==> src/include/mcvd_defs.vh <==
// Constants for the channel voice decoder: status codes, controllers, register map
`ifndef MCVD_DEFS_VH
`define MCVD_DEFS_VH
// Status high nibbles
`define MCVD_ST_NOTE_OFF   4'h8
`define MCVD_ST_NOTE_ON    4'h9
`define MCVD_ST_CTRL       4'hB
`define MCVD_ST_PROG       4'hC
`define MCVD_ST_BEND       4'hE
// Controller numbers
`define MCVD_CC_BANK_HI    7'h00
`define MCVD_CC_MOD        7'h01
`define MCVD_CC_PORTA_TIME 7'h05
`define MCVD_CC_DATA_HI    7'h06
`define MCVD_CC_VOLUME     7'h07
`define MCVD_CC_PAN        7'h0A
`define MCVD_CC_EXPR       7'h0B
`define MCVD_CC_BANK_LO    7'h20
`define MCVD_CC_DATA_LO    7'h26
`define MCVD_CC_SUSTAIN    7'h40
`define MCVD_CC_PORTA_SW   7'h41
`define MCVD_CC_SOSTENUTO  7'h42
`define MCVD_CC_LFO_SPEED  7'h4C
`define MCVD_CC_DRYVAR     7'h5E
`define MCVD_CC_INC        7'h60
`define MCVD_CC_DEC        7'h61
`define MCVD_CC_PARAM_LO   7'h64
`define MCVD_CC_PARAM_HI   7'h65
`define MCVD_CC_SOUND_OFF  7'h78
`define MCVD_CC_RESET_ALL  7'h79
`define MCVD_CC_NOTES_OFF  7'h7B
// Bank classes
`define MCVD_BANK_STD      7'h00
`define MCVD_BANK_PRESET   7'h3F
`define MCVD_BANK_SAMPLE   7'h40
`define MCVD_BANK_PDRUM    7'h7E
`define MCVD_BANK_SDRUM    7'h7F
`define MCVD_BANK_PRE_MAX  7'h09
`define MCVD_BANK_SMP_MAX  7'h01
// Reset values
`define MCVD_BEND_CENTER   14'h2000
`define MCVD_EXPR_MAX      7'h7F
`define MCVD_OFFSET_ZERO   7'h40
`define MCVD_PARAM_NULL    14'h3FFF
`define MCVD_SWITCH_BIT    6
// Register byte addresses
`define MCVD_REG_CTRL      12'h000
`define MCVD_REG_KNOB      12'h004
`define MCVD_REG_TX        12'h008
`define MCVD_REG_CHSEL     12'h00C
`define MCVD_REG_CHSTAT    12'h010
`define MCVD_REG_CHPARAM   12'h014
`define MCVD_REG_NOTE      12'h018
// Control register fields
`define MCVD_CTRL_FOOT_SUS 0
`define MCVD_CTRL_TEMPO    1
`define MCVD_CTRL_RHYTHM   2
`endif

==> src/verilog/mcvd_top.v <==
// Channel voice decoder and knob/foot-switch controller sender with APB registers
//
// Contract
// - Note-off releases note, velocity ignored, never sent
// - Note-on velocity zero acts as release
// - Program change selects program for channel
// - Bend: low seven bits then high seven
// - Bend high byte 00/40/7F low/center/high
// - Control change: number byte then value byte
// - Bank high selects voice bank class
// - Bank low range limited by bank high
// - Switch controllers on at 64 and above
// - Offset controllers map 64 to zero
// - Data entry acts only on selected parameter
// - Portamento ignored for rhythm; time stored raw
// - Controller 94 sets dry/variation balance
// - Message goes to part matching its channel
// - All sound off silences, keeps switches
// - Reset all restores bend, mod, expr, switches
// - Reset all nulls parameter selection only
// - All notes off spares sustained notes
// - Foot switch sends sustain only when configured
// - Knobs send CC 1-119 except 32, or bend
// - Tempo lock turns LFO speed into note lengths; here the tempo bit is only read back beside LFO speed bits 6:4
`timescale 1ns/1ps
`include "mcvd_defs.vh"

module mcvd_top (
   // Clock and reset
   input  wire        I_SYS_CLK,
   input  wire        I_RST,
   // APB slave
   input  wire        i_psel,
   input  wire        i_penable,
   input  wire        i_pwrite,
   input  wire [11:0] i_paddr,
   input  wire [31:0] i_pwdata,
   output reg  [31:0] o_prdata,
   output wire        o_pready,
   output wire        o_pslverr,
   // Received byte stream
   input  wire        i_rx_valid,
   input  wire [7:0]  i_rx_byte,
   // Transmit byte stream
   output reg         o_tx_valid,
   output reg  [7:0]  o_tx_byte,
   input  wire        i_tx_ready,
   // Front panel
   input  wire        i_foot_switch,
   input  wire        i_knob_turn,
   input  wire [6:0]  i_knob_value,
   // Tone generator events
   output reg         o_note_valid,
   output reg         o_note_on,
   output reg  [3:0]  o_note_part,
   output reg  [6:0]  o_note_num,
   output reg  [6:0]  o_note_vel,
   output reg         o_kill_valid,
   output reg  [3:0]  o_kill_part,
   output reg         o_kill_hard
);

   // ==========================================================
   // Parser states
   localparam [2:0] S_STATUS = 3'b001;
   localparam [2:0] S_DATA1  = 3'b010;
   localparam [2:0] S_DATA2  = 3'b100;

   reg [2:0]  st_q;
   reg [7:0]  status_q;
   reg [6:0]  d1_q;

   // Per-part channel state, indexed by channel nibble
   reg [13:0] bend_q      [0:15];
   reg [6:0]  prog_q      [0:15];
   reg [6:0]  mod_q       [0:15];
   reg [6:0]  expr_q      [0:15];
   reg [6:0]  vol_q       [0:15];
   reg [6:0]  pan_q       [0:15];
   reg [6:0]  bank_hi_q   [0:15];
   reg [6:0]  bank_lo_q   [0:15];
   reg [6:0]  porta_t_q   [0:15];
   reg [6:0]  lfo_spd_q   [0:15];
   reg [6:0]  dry_q       [0:15];
   reg [6:0]  var_q       [0:15];
   reg [13:0] param_sel_q [0:15];
   reg [13:0] param_val_q [0:15];
   reg        sus_q       [0:15];
   reg        porta_q     [0:15];
   reg        sost_q      [0:15];

   // Configuration registers
   reg [2:0]  ctrl_q;
   reg [7:0]  knob_cfg_q;   // [6:0] controller, [7] send bend instead
   reg [3:0]  tx_ch_q;
   reg [3:0]  ch_sel_q;
   reg        foot_prev_q;

   // ==========================================================
   // Byte classification
   wire       is_status = i_rx_valid & i_rx_byte[7];
   wire       is_data   = i_rx_valid & ~i_rx_byte[7];
   wire [3:0] kind      = status_q[7:4];
   wire [3:0] ch        = status_q[3:0];
   wire       one_data  = (kind == `MCVD_ST_PROG);
   wire       known     = (kind == `MCVD_ST_NOTE_OFF) | (kind == `MCVD_ST_NOTE_ON) |
                          (kind == `MCVD_ST_CTRL) | (kind == `MCVD_ST_PROG) |
                          (kind == `MCVD_ST_BEND);
   wire       msg_done  = is_data & ((st_q == S_DATA2) | ((st_q == S_DATA1) & one_data));
   wire [6:0] v         = i_rx_byte[6:0];
   wire       sw_on     = v[`MCVD_SWITCH_BIT];

   // Bank low limit by bank class
   reg        bank_lo_ok;
   always @* begin
      case (bank_hi_q[ch])
         `MCVD_BANK_PRESET: bank_lo_ok = (v <= `MCVD_BANK_PRE_MAX);
         `MCVD_BANK_SAMPLE: bank_lo_ok = (v <= `MCVD_BANK_SMP_MAX);
         default:           bank_lo_ok = (v == 7'h00);
      endcase
   end

   // Bank high accepted only for the five documented classes
   wire bank_hi_ok = (v == `MCVD_BANK_STD) | (v == `MCVD_BANK_PRESET) |
                     (v == `MCVD_BANK_SAMPLE) | (v == `MCVD_BANK_PDRUM) |
                     (v == `MCVD_BANK_SDRUM);
   wire rhythm = ctrl_q[`MCVD_CTRL_RHYTHM];
   wire ccm    = msg_done & (kind == `MCVD_ST_CTRL);
   wire zero_v = (v == 7'h00);

   // Dry/variation balance; dry 7F up to 64, falls by 2 per step, 00 at 127; variation 2*v below 64, 7E from 64, 7F at 127
   wire [6:0] dry_v = ~v[6] ? 7'h7F : (v == 7'h7F) ? 7'h00 : 7'h7F - {v[5:0], 1'b0};
   wire [6:0] var_v = v[6] ? ((v == 7'h7F) ? 7'h7F : 7'h7E) : {v[5:0], 1'b0};

   // ==========================================================
   // Parser sequencing; running status keeps last status
   always @(posedge I_SYS_CLK or posedge I_RST) begin
      if (I_RST) begin
         st_q     <= S_STATUS;
         status_q <= 8'h00;
         d1_q     <= 7'h00;
      end else begin
         case (st_q)
            S_STATUS: begin
               if (is_status) begin
                  status_q <= i_rx_byte;
                  st_q     <= S_DATA1;
               end
            end
            S_DATA1: begin
               if (is_status) begin
                  status_q <= i_rx_byte;
               end else if (is_data) begin
                  d1_q <= v;
                  if (!one_data) begin
                     st_q <= S_DATA2;
                  end
               end
            end
            S_DATA2: begin
               if (is_status) begin
                  status_q <= i_rx_byte;
                  st_q     <= S_DATA1;
               end else if (is_data) begin
                  st_q <= S_DATA1;                          // Running status
               end
            end
            default: st_q <= S_STATUS;
         endcase
      end
   end

   // ==========================================================
   // Note and kill events, one-cycle pulses
   always @(posedge I_SYS_CLK or posedge I_RST) begin
      if (I_RST) begin
         o_note_valid <= 1'b0;
         o_note_on    <= 1'b0;
         o_note_part  <= 4'h0;
         o_note_num   <= 7'h00;
         o_note_vel   <= 7'h00;
         o_kill_valid <= 1'b0;
         o_kill_part  <= 4'h0;
         o_kill_hard  <= 1'b0;
      end else begin
         o_note_valid <= msg_done & known &
                         ((kind == `MCVD_ST_NOTE_OFF) | (kind == `MCVD_ST_NOTE_ON));
         o_kill_valid <= 1'b0;
         if (msg_done) begin
            o_note_part <= ch;
            o_note_num  <= d1_q;
            o_note_on   <= (kind == `MCVD_ST_NOTE_ON) & ~zero_v;
            o_note_vel  <= (kind == `MCVD_ST_NOTE_ON) ? v : 7'h00;
            o_kill_part <= ch;
            if (ccm & zero_v & (d1_q == `MCVD_CC_SOUND_OFF)) begin
               o_kill_valid <= 1'b1;
               o_kill_hard  <= 1'b1;
            end else if (ccm & zero_v & (d1_q == `MCVD_CC_NOTES_OFF)) begin
               o_kill_valid <= 1'b1;
               o_kill_hard  <= 1'b0;    // Tone generator spares sustained notes
            end
         end
      end
   end

   // ==========================================================
   // Per-part state, one generate slice per channel
   genvar g;
   generate
      for (g = 0; g < 16; g = g + 1) begin : g_part
         wire hit = msg_done & (ch == g);
         wire cc  = hit & (kind == `MCVD_ST_CTRL);
         wire sel_null = (param_sel_q[g] == `MCVD_PARAM_NULL);
         always @(posedge I_SYS_CLK or posedge I_RST) begin
            if (I_RST) begin
               bend_q[g]      <= `MCVD_BEND_CENTER;
               prog_q[g]      <= 7'h00;
               mod_q[g]       <= 7'h00;
               expr_q[g]      <= `MCVD_EXPR_MAX;
               vol_q[g]       <= 7'h64;
               pan_q[g]       <= `MCVD_OFFSET_ZERO;
               bank_hi_q[g]   <= 7'h00;
               bank_lo_q[g]   <= 7'h00;
               porta_t_q[g]   <= 7'h00;
               lfo_spd_q[g]   <= `MCVD_OFFSET_ZERO;
               dry_q[g]       <= 7'h7F;
               var_q[g]       <= 7'h00;
               param_sel_q[g] <= `MCVD_PARAM_NULL;
               param_val_q[g] <= 14'h0000;
               sus_q[g]       <= 1'b0;
               porta_q[g]     <= 1'b0;
               sost_q[g]      <= 1'b0;
            end else begin
               if (hit & (kind == `MCVD_ST_PROG)) begin
                  prog_q[g] <= v;
               end
               if (hit & (kind == `MCVD_ST_BEND)) begin
                  bend_q[g] <= {v, d1_q};
               end
               if (cc) begin
                  case (d1_q)
                     `MCVD_CC_BANK_HI:   if (bank_hi_ok) bank_hi_q[g] <= v;
                     `MCVD_CC_BANK_LO:   if (bank_lo_ok) bank_lo_q[g] <= v;
                     `MCVD_CC_MOD:       mod_q[g]  <= v;
                     `MCVD_CC_VOLUME:    vol_q[g]  <= v;
                     `MCVD_CC_PAN:       pan_q[g]  <= v;
                     `MCVD_CC_EXPR:      expr_q[g] <= v;
                     `MCVD_CC_PORTA_TIME: if (!rhythm) porta_t_q[g] <= v;
                     `MCVD_CC_PORTA_SW:  if (!rhythm) porta_q[g] <= sw_on;
                     `MCVD_CC_SUSTAIN:   sus_q[g]  <= sw_on;
                     `MCVD_CC_SOSTENUTO: sost_q[g] <= sw_on;
                     `MCVD_CC_LFO_SPEED: lfo_spd_q[g] <= v;
                     `MCVD_CC_DRYVAR: begin
                        dry_q[g] <= dry_v;
                        var_q[g] <= var_v;
                     end
                     `MCVD_CC_PARAM_LO:  param_sel_q[g][6:0]  <= v;
                     `MCVD_CC_PARAM_HI:  param_sel_q[g][13:7] <= v;
                     `MCVD_CC_DATA_HI:   if (!sel_null) param_val_q[g][13:7] <= v;
                     `MCVD_CC_DATA_LO:   if (!sel_null) param_val_q[g][6:0]  <= v;
                     `MCVD_CC_INC: if (!sel_null && param_val_q[g] != 14'h3FFF)
                        param_val_q[g] <= param_val_q[g] + 14'h0001;
                     `MCVD_CC_DEC: if (!sel_null && param_val_q[g] != 14'h0000)
                        param_val_q[g] <= param_val_q[g] - 14'h0001;
                     `MCVD_CC_RESET_ALL: if (v == 7'h00) begin
                        bend_q[g]      <= `MCVD_BEND_CENTER;
                        mod_q[g]       <= 7'h00;
                        expr_q[g]      <= `MCVD_EXPR_MAX;
                        sus_q[g]       <= 1'b0;
                        porta_q[g]     <= 1'b0;
                        sost_q[g]      <= 1'b0;
                        param_sel_q[g] <= `MCVD_PARAM_NULL;
                     end
                     default: ;  // Switches untouched on sound off
                  endcase
               end
            end
         end
      end
   endgenerate

   // ==========================================================
   // Transmit: knob control change / bend, foot switch sustain
   localparam [3:0] T_IDLE = 4'b0001;
   localparam [3:0] T_B0   = 4'b0010;
   localparam [3:0] T_B1   = 4'b0100;
   localparam [3:0] T_B2   = 4'b1000;
   reg [3:0] tst_q;
   reg [7:0] tb0_q;
   reg [6:0] tb1_q;
   reg [6:0] tb2_q;
   wire knob_ok = knob_cfg_q[7] |
                  ((knob_cfg_q[6:0] >= 7'h01) & (knob_cfg_q[6:0] <= 7'h77) &
                   (knob_cfg_q[6:0] != `MCVD_CC_BANK_LO));
   wire foot_edge = (i_foot_switch != foot_prev_q) &
                    ctrl_q[`MCVD_CTRL_FOOT_SUS];
   // Last byte of the previous frame must be taken before a new frame
   wire tx_free   = ~o_tx_valid | i_tx_ready;

   // Byte sender; no note-off status is ever produced
   always @(posedge I_SYS_CLK or posedge I_RST) begin
      if (I_RST) begin
         tst_q       <= T_IDLE;
         tb0_q       <= 8'h00;
         tb1_q       <= 7'h00;
         tb2_q       <= 7'h00;
         o_tx_valid  <= 1'b0;
         o_tx_byte   <= 8'h00;
         foot_prev_q <= 1'b0;
      end else begin
         case (tst_q)
            T_IDLE: begin
               // Foot edge is only consumed when a message can start; a pending
               // third byte would otherwise be overwritten by the next status
               if (foot_edge & tx_free) begin
                  foot_prev_q <= i_foot_switch;
                  tb0_q <= {`MCVD_ST_CTRL, tx_ch_q};
                  tb1_q <= `MCVD_CC_SUSTAIN;
                  tb2_q <= i_foot_switch ? 7'h7F : 7'h00;
                  tst_q <= T_B0;
               end else if (i_knob_turn & knob_ok & tx_free) begin
                  foot_prev_q <= ctrl_q[`MCVD_CTRL_FOOT_SUS] ? foot_prev_q : i_foot_switch;
                  tb0_q <= {knob_cfg_q[7] ? `MCVD_ST_BEND : `MCVD_ST_CTRL, tx_ch_q};
                  tb1_q <= knob_cfg_q[7] ? 7'h00 : knob_cfg_q[6:0];
                  tb2_q <= i_knob_value;
                  tst_q <= T_B0;
               end else begin
                  foot_prev_q <= ctrl_q[`MCVD_CTRL_FOOT_SUS] ? foot_prev_q : i_foot_switch;
               end
            end
            T_B0: begin
               o_tx_valid <= 1'b1;
               o_tx_byte  <= tb0_q;
               tst_q      <= T_B1;
            end
            T_B1: if (i_tx_ready) begin
               o_tx_byte <= {1'b0, tb1_q};
               tst_q     <= T_B2;
            end
            T_B2: if (i_tx_ready) begin
               o_tx_byte <= {1'b0, tb2_q};
               tst_q     <= T_IDLE;
            end
            default: tst_q <= T_IDLE;
         endcase
         if ((tst_q == T_IDLE) & i_tx_ready) begin
            o_tx_valid <= 1'b0;
         end
      end
   end

   // ==========================================================
   // APB slave: zero wait states, writes at access phase
   wire apb_wr = i_psel & i_penable & i_pwrite;
   assign o_pready  = 1'b1;
   assign o_pslverr = 1'b0;

   always @(posedge I_SYS_CLK or posedge I_RST) begin
      if (I_RST) begin
         ctrl_q     <= 3'b000;
         knob_cfg_q <= 8'h01;
         tx_ch_q    <= 4'h0;
         ch_sel_q   <= 4'h0;
      end else if (apb_wr) begin
         case (i_paddr)
            `MCVD_REG_CTRL:  ctrl_q     <= i_pwdata[2:0];
            `MCVD_REG_KNOB:  knob_cfg_q <= i_pwdata[7:0];
            `MCVD_REG_TX:    tx_ch_q    <= i_pwdata[3:0];
            `MCVD_REG_CHSEL: ch_sel_q   <= i_pwdata[3:0];
            default: ;
         endcase
      end
   end

   // Read mux, combinational view of the selected part
   always @* begin
      case (i_paddr)
         `MCVD_REG_CTRL:    o_prdata = {29'h0, ctrl_q};
         `MCVD_REG_KNOB:    o_prdata = {24'h0, knob_cfg_q};
         `MCVD_REG_TX:      o_prdata = {28'h0, tx_ch_q};
         `MCVD_REG_CHSEL:   o_prdata = {28'h0, ch_sel_q};
         `MCVD_REG_CHSTAT:  o_prdata = {1'b0, sost_q[ch_sel_q], porta_q[ch_sel_q],
                                       sus_q[ch_sel_q], bend_q[ch_sel_q],
                                       mod_q[ch_sel_q], expr_q[ch_sel_q]};
         `MCVD_REG_CHPARAM: o_prdata = {4'h0, param_sel_q[ch_sel_q], param_val_q[ch_sel_q]};
         `MCVD_REG_NOTE:    o_prdata = {prog_q[ch_sel_q], bank_hi_q[ch_sel_q],
                                       bank_lo_q[ch_sel_q], dry_q[ch_sel_q],
                                       ctrl_q[`MCVD_CTRL_TEMPO],
                                       lfo_spd_q[ch_sel_q][6:4]};
         default:           o_prdata = 32'h0;
      endcase
   end

endmodule
==> config.mk <==
export PLATFORM = sky130hd
export DESIGN_NAME = mcvd_top
export DESIGN_NICKNAME = d
export VERILOG_FILES = /design/src/verilog/mcvd_top.v
export VERILOG_INCLUDE_DIRS = /design/src /design/src/include
export SDC_FILE = /design/constraint.sdc
export NUM_CORES = 2
export LEC_CHECK = 0
export BUFFER_PORTS_ARGS = -buffer_cell sky130_fd_sc_hd__buf_2
export CORE_MARGIN = 2
export CORE_UTILIZATION = 46
export CTS_CLUSTER_SIZE = 40
export DETAILED_ROUTE_END_ITERATION = 8
export SLEW_MARGIN = 10
export SYNTH_ARGS = -nofsm -noshare
export SYNTH_HDL_FRONTEND = slang
export SYNTH_SLANG_ARGS = --single-unit
==> constraint.sdc <==
create_clock -name I_SYS_CLK -period 69.1 [get_ports I_SYS_CLK]
set_input_delay 20.73 -clock I_SYS_CLK [delete_from_list [all_inputs] [get_ports I_SYS_CLK]]
set_output_delay 20.73 -clock I_SYS_CLK [all_outputs]
set_load 0.02 [all_outputs]
* Word level (Yosys, flattened, before mapping) *
Cells that the tools add are included.

storage, ports and cells
  register bits = 1,599
  latch bits = 0
  memory bits (writable) = 0
  memory bits (read-only) = 0
  bits of input ports = 68
  logic and storage cells = 1,104
  memories = 0

cells by class
  $add $sub $neg = 33
  $mul = 0
  div/mod/pow operators = 0
  magnitude comparators = 6
  equality and inequality tests = 165
  shifts and indexed selects = 0
  muxes and demuxes = 236
  bitwise gates (word level) = 101
  reduce and logical (&&, ||, !) cells = 302

operators with widths
  kind                                                 number
  2-to-1 mux 14 bit                                    103
  case mux 7 bit (3 select lines)                      32
  AND reduction 3 bit                                  131
  2-to-1 mux 7 bit                                     43
  adder 14 x 1 -> 14 bit (second input constant)       16
  binary-select mux 7 bit (select 4 bit)               8
  == test 14 bit (second input constant)               16
  != test 14 bit (second input constant)               16
  case mux 32 bit (7 select lines)                     1
  nonzero test 14 bit                                  16
  subtractor 14 x 1 -> 14 bit (second input constant)  16
  binary-select mux 14 bit (select 4 bit)              3
  AND reduction 5 bit                                  33
  != test 2 bit (second input constant)                72
  == test 7 bit (second input constant)                16
  bitwise AND 1 bit                                    84
  AND reduction 2 bit                                  40
  AND reduction 4 bit                                  16
  == test 4 bit (second input constant)                14
  case mux 7 bit (2 select lines)                      4
  == test 12 x 5 -> 1 bit (second input constant)      3
  logical AND 1 bit                                    32
  2-to-1 mux 8 bit                                     4
  == test 7 x 6 -> 1 bit (second input constant)       4
  39 further kinds                                     120

* Depth between registers and ports, before layout *
  word-level depth = 10
  depth in mapped cells = 12

* Least setup slack after synthesis *
No wires, ideal clock.

  path kind = input to output
  start point = input i_paddr[1]
  end point = output o_prdata[3]
  arrival time = 22.802 ns
  setup slack = 25.568 ns
  cell stages on the path = 6
  cell sequence = nor4_1 > nand3_1 > nor4_1 > a21oi_1 > a22o_1 > o21ai_0

between the ends
  cells in the longest elaborated chain, start to end = 2
  elaborated cells on any way between the ends = 8
  classes of those cells = eq/ne: 6; mux: 1; reduce/logical: 1

ends and longest elaborated chain
  item                                                   RTL line        RTL
  start: declaration                                     mcvd_top.v:36   input wire [11:0] i_paddr,
  == test 12 x 5 -> 1 bit, or another cell as far along  mcvd_top.v:377  case (i_paddr)
  case mux 32 bit (7 select lines) (*)                   mcvd_top.v:377
  end: declaration                                       mcvd_top.v:38   output reg [31:0] o_prdata,

Mark *: on every way between the ends. The rest lies on a longest branch, timed or not.

* Worst setup path after layout *
  start point = input i_paddr[9]
  end point = output o_prdata[3]

The elaborated chain is that of the path after synthesis.

==> impl_metrics.ini <==
[detailed_routing]
vias_per_cell = 6.516
vias = 67730
routed_wirelength_mm = 289.7
firstDrtPassIters = 8
drc = 0
ant_nets = 0
drt_iter0_drc = 8059
post_drt_wl_per_cell_um = 27.87

[sta]
finalHoldViolations = 0
finalCritPeriodShare = 0.6402
finalMaxSlewViolations = 0
rsz0062_at_grt = no
max_freq_mhz = 22.60
worst_slew_pin_slew_ps = 1326
max_slew_margin = 0.1125
fin_setup_tns_ps = 0
min_period_ps = 44240
fin_skew_ps = 45.99
finalSetupViolCount = 0
hold_slack_ps = 465.2

[worst_setup_path]
reg2reg_depth = 8
path_buf_inv = 2
cp-start-kind = input pin
required_ps = 48370
crit_cells = 9
critPathMostFrequentCell = buf_2
reg2reg_slack_ps = 64380
cp_cell_sequence = buf_2 -> nor4_1 -> nand2_1 -> or2_2 -> nor3_1 -> nor3b_1 -> a22o_1 -> o21ai_0 -> buf_2
critPathTopFamily = simple AND/OR/NAND/NOR gates
crit_path_end_kind = output port
critPathMaxStageDelay_ps = 760
slowest_stage = nor3_1
r2r-start = status_q[5]$_DFFE_PP0P_
critical_path_arrival_ps = 23510
timing.rr.end = param_val_q[155]$_DFFE_PP0P_
critPathKind = in2out
crit_path_max_fanout = 5

[clock_network]
numCtsBuffers = 170
cts_tree = yes
clkTransAtPathRegs_ps = 60
cts_resized = 0
h-tree-depth = 4
postCtsSetupRepairBufs = 0
postCtsHoldBufs = 0
clockBufferDepth = 3
cts_root_buffer = clkbuf_16
insertion_delay_ps = 830
clkSinkCount = 1534

[yosys]
synth_nets = 8319
synth_area_per_cell_um2 = 10.07
synth.largest_area_cell = dfrtp_1
yosysMostFrequentCell = nand2_1
ys.flop_type = dfrtp_1
syn_inst = 8203
yosysSeqAreaShare = 0.4722
ys_warn_count = 0
synth_top_area_share = 0.3185
synth_edf_count = 0
ys_ff_latch = 1534
synth.top_cells.by_count = nand2_1, dfrtp_1, o21ai_0, clkbuf_1, a21oi_1
synthArstFlopShare = 1.000
syn_area_um2 = 82570
yosys.cell_types.count = 96
synth_area_leaders = dfrtp_1, dfstp_2, mux4_2, nand2_1, o21ai_0

[floorplanning]
fp.dieW_um = 427.7
die_area_um2 = 182900
start_util = 0.4628
io_pins = 137
die_h_um = 427.7
fp-row-count = 155
core-area_um2 = 178400

[placement]
dp_hpwl_mm = 188.6
io_buffers = 110
gp_congestion = 0.9392
dpl.cell_count = 10070

[pwr]
peakVddDrop_mv = 0.02324
leakagePower_nw = 36.30
p_per_area_nw_per_um2 = 21.97

[grt]
grt_start_max_net_pins = 187
grt_pass1_vias = 64880
antenna_found_initial = 28
gr-total-overflow = 0
grt_usage = 0.3154
grt_pass1_wl_mm = 432.4

[worst_hold_path]
hold_class = reg2reg
hold_end = dry_q[49]$_DFFE_PP1P_
holdCritStartpoint = dry_q[49]$_DFFE_PP1P_
holdPathStages = 2

[job]
cap_violations = 0

[finish]
final_cells = 10400
fin_nets = 8007
drive_gt1_frac = 0.2288
layout-area-overhead-vs-synth_pct = 9.769
fin_util = 0.5080

[run_status]
status = completed
==> area by class of cell <==
type / instances / area [um^2]
Tap cell: 2355 / 2947
Inverter: 112 / 427.9
Multi-Input combinational cell: 5801 / 40560
Clock buffer: 270 / 5264
Antenna cell: 8 / 20.02
Sequential cell: 1534 / 39010
Fill cell: 15970 / 87780
Clock inverter: 43 / 539.3
Timing Repair Buffer: 272 / 1877
==> cells by family (layout without fill, tap and decap cells) <==
group	after synthesis	after routing	synth area share
compound gates	2155	2155	0.1565
xor+xnor	48	48	0.005091
fa+ha+maj	48	48	0.007273
buf+inv	868	697	0.04120
flops	1534	1534	0.4722
mux	746	746	0.1642
other cells	2	10	0.00009095
simple gates	2802	2802	0.1535
==> routing by layer <==
layer | vias up | GRT usage | routed length, um
met5 | - | 0 | 80
met4 | 12 | 0.1542 | 15510
met3 | 665 | 0.07152 | 27550
met2 | 3402 | 0.4777 | 130900
met1 | 34200 | 0.4288 | 115700
li1 | 29450 | - | -
==> state kept, by name, indices dropped and copies added (netlist names), 8 cells and up <==
name / count
o_tx_byte: 8
prog_q: 112
param_sel_q: 224
bank_hi_q: 112
mod_q: 112
knob_cfg_q: 8
porta_q: 16
bend_q: 224
status_q: 8
dry_q: 112
sus_q: 16
bank_lo_q: 112
sost_q: 16
param_val_q: 224
lfo_spd_q: 48
expr_q: 112
==> worst min-delay path, stage by stage, from the launching register on <==
cell     delay (ps)
dfstp_2         370
nand2_1          40
o21ai_1          50
==> power breakdown <==
part           internal [W]  switching, W  leakage, nW
registers          0.000906    0.00000462         19.3
logic             0.0000278      0.000111         14.2
clock network      0.000550      0.000392         2.87
==> worst max-delay path by stage <==
stage | startpoint | endpoint | slack (ps)
after floorplan | I_RST | bank_hi_q[0]$_DFFE_PP0P_ | 5890
after global placement | i_paddr[1] | o_prdata[3] | 24770
after detailed placement | i_paddr[9] | o_prdata[3] | 24860
after CTS | i_paddr[9] | o_prdata[3] | 24850
after global routing | i_paddr[1] | o_prdata[3] | 24710
final | i_paddr[9] | o_prdata[3] | 24860
==> cells in the final DEF (no fill, tap or decap), types with 173 or more instances in the layout <==
| cell | n |
|---|---|
| dfrtp_1 | 1046 |
| nand2_1 | 1298 |
| clkbuf_16 | 173 |
| o21ai_0 | 818 |
| nand3_1 | 354 |
| nor2_1 | 459 |
| dfstp_2 | 483 |
| a21oi_1 | 563 |
| mux2_2 | 237 |
| mux4_2 | 463 |
==> stage by stage <==
step	worst slack (ps)	cell area [um^2]	total power, W
after floorplan	5893	82570	0.001004
final	24860	90640	0.001991
after detailed placement	24860	84820	0.001061
after global placement	24770	84810	0.001060
after global routing	24710	90630	0.002047
after CTS	24850	90620	0.001999
(Power assumes the default switching activity.)
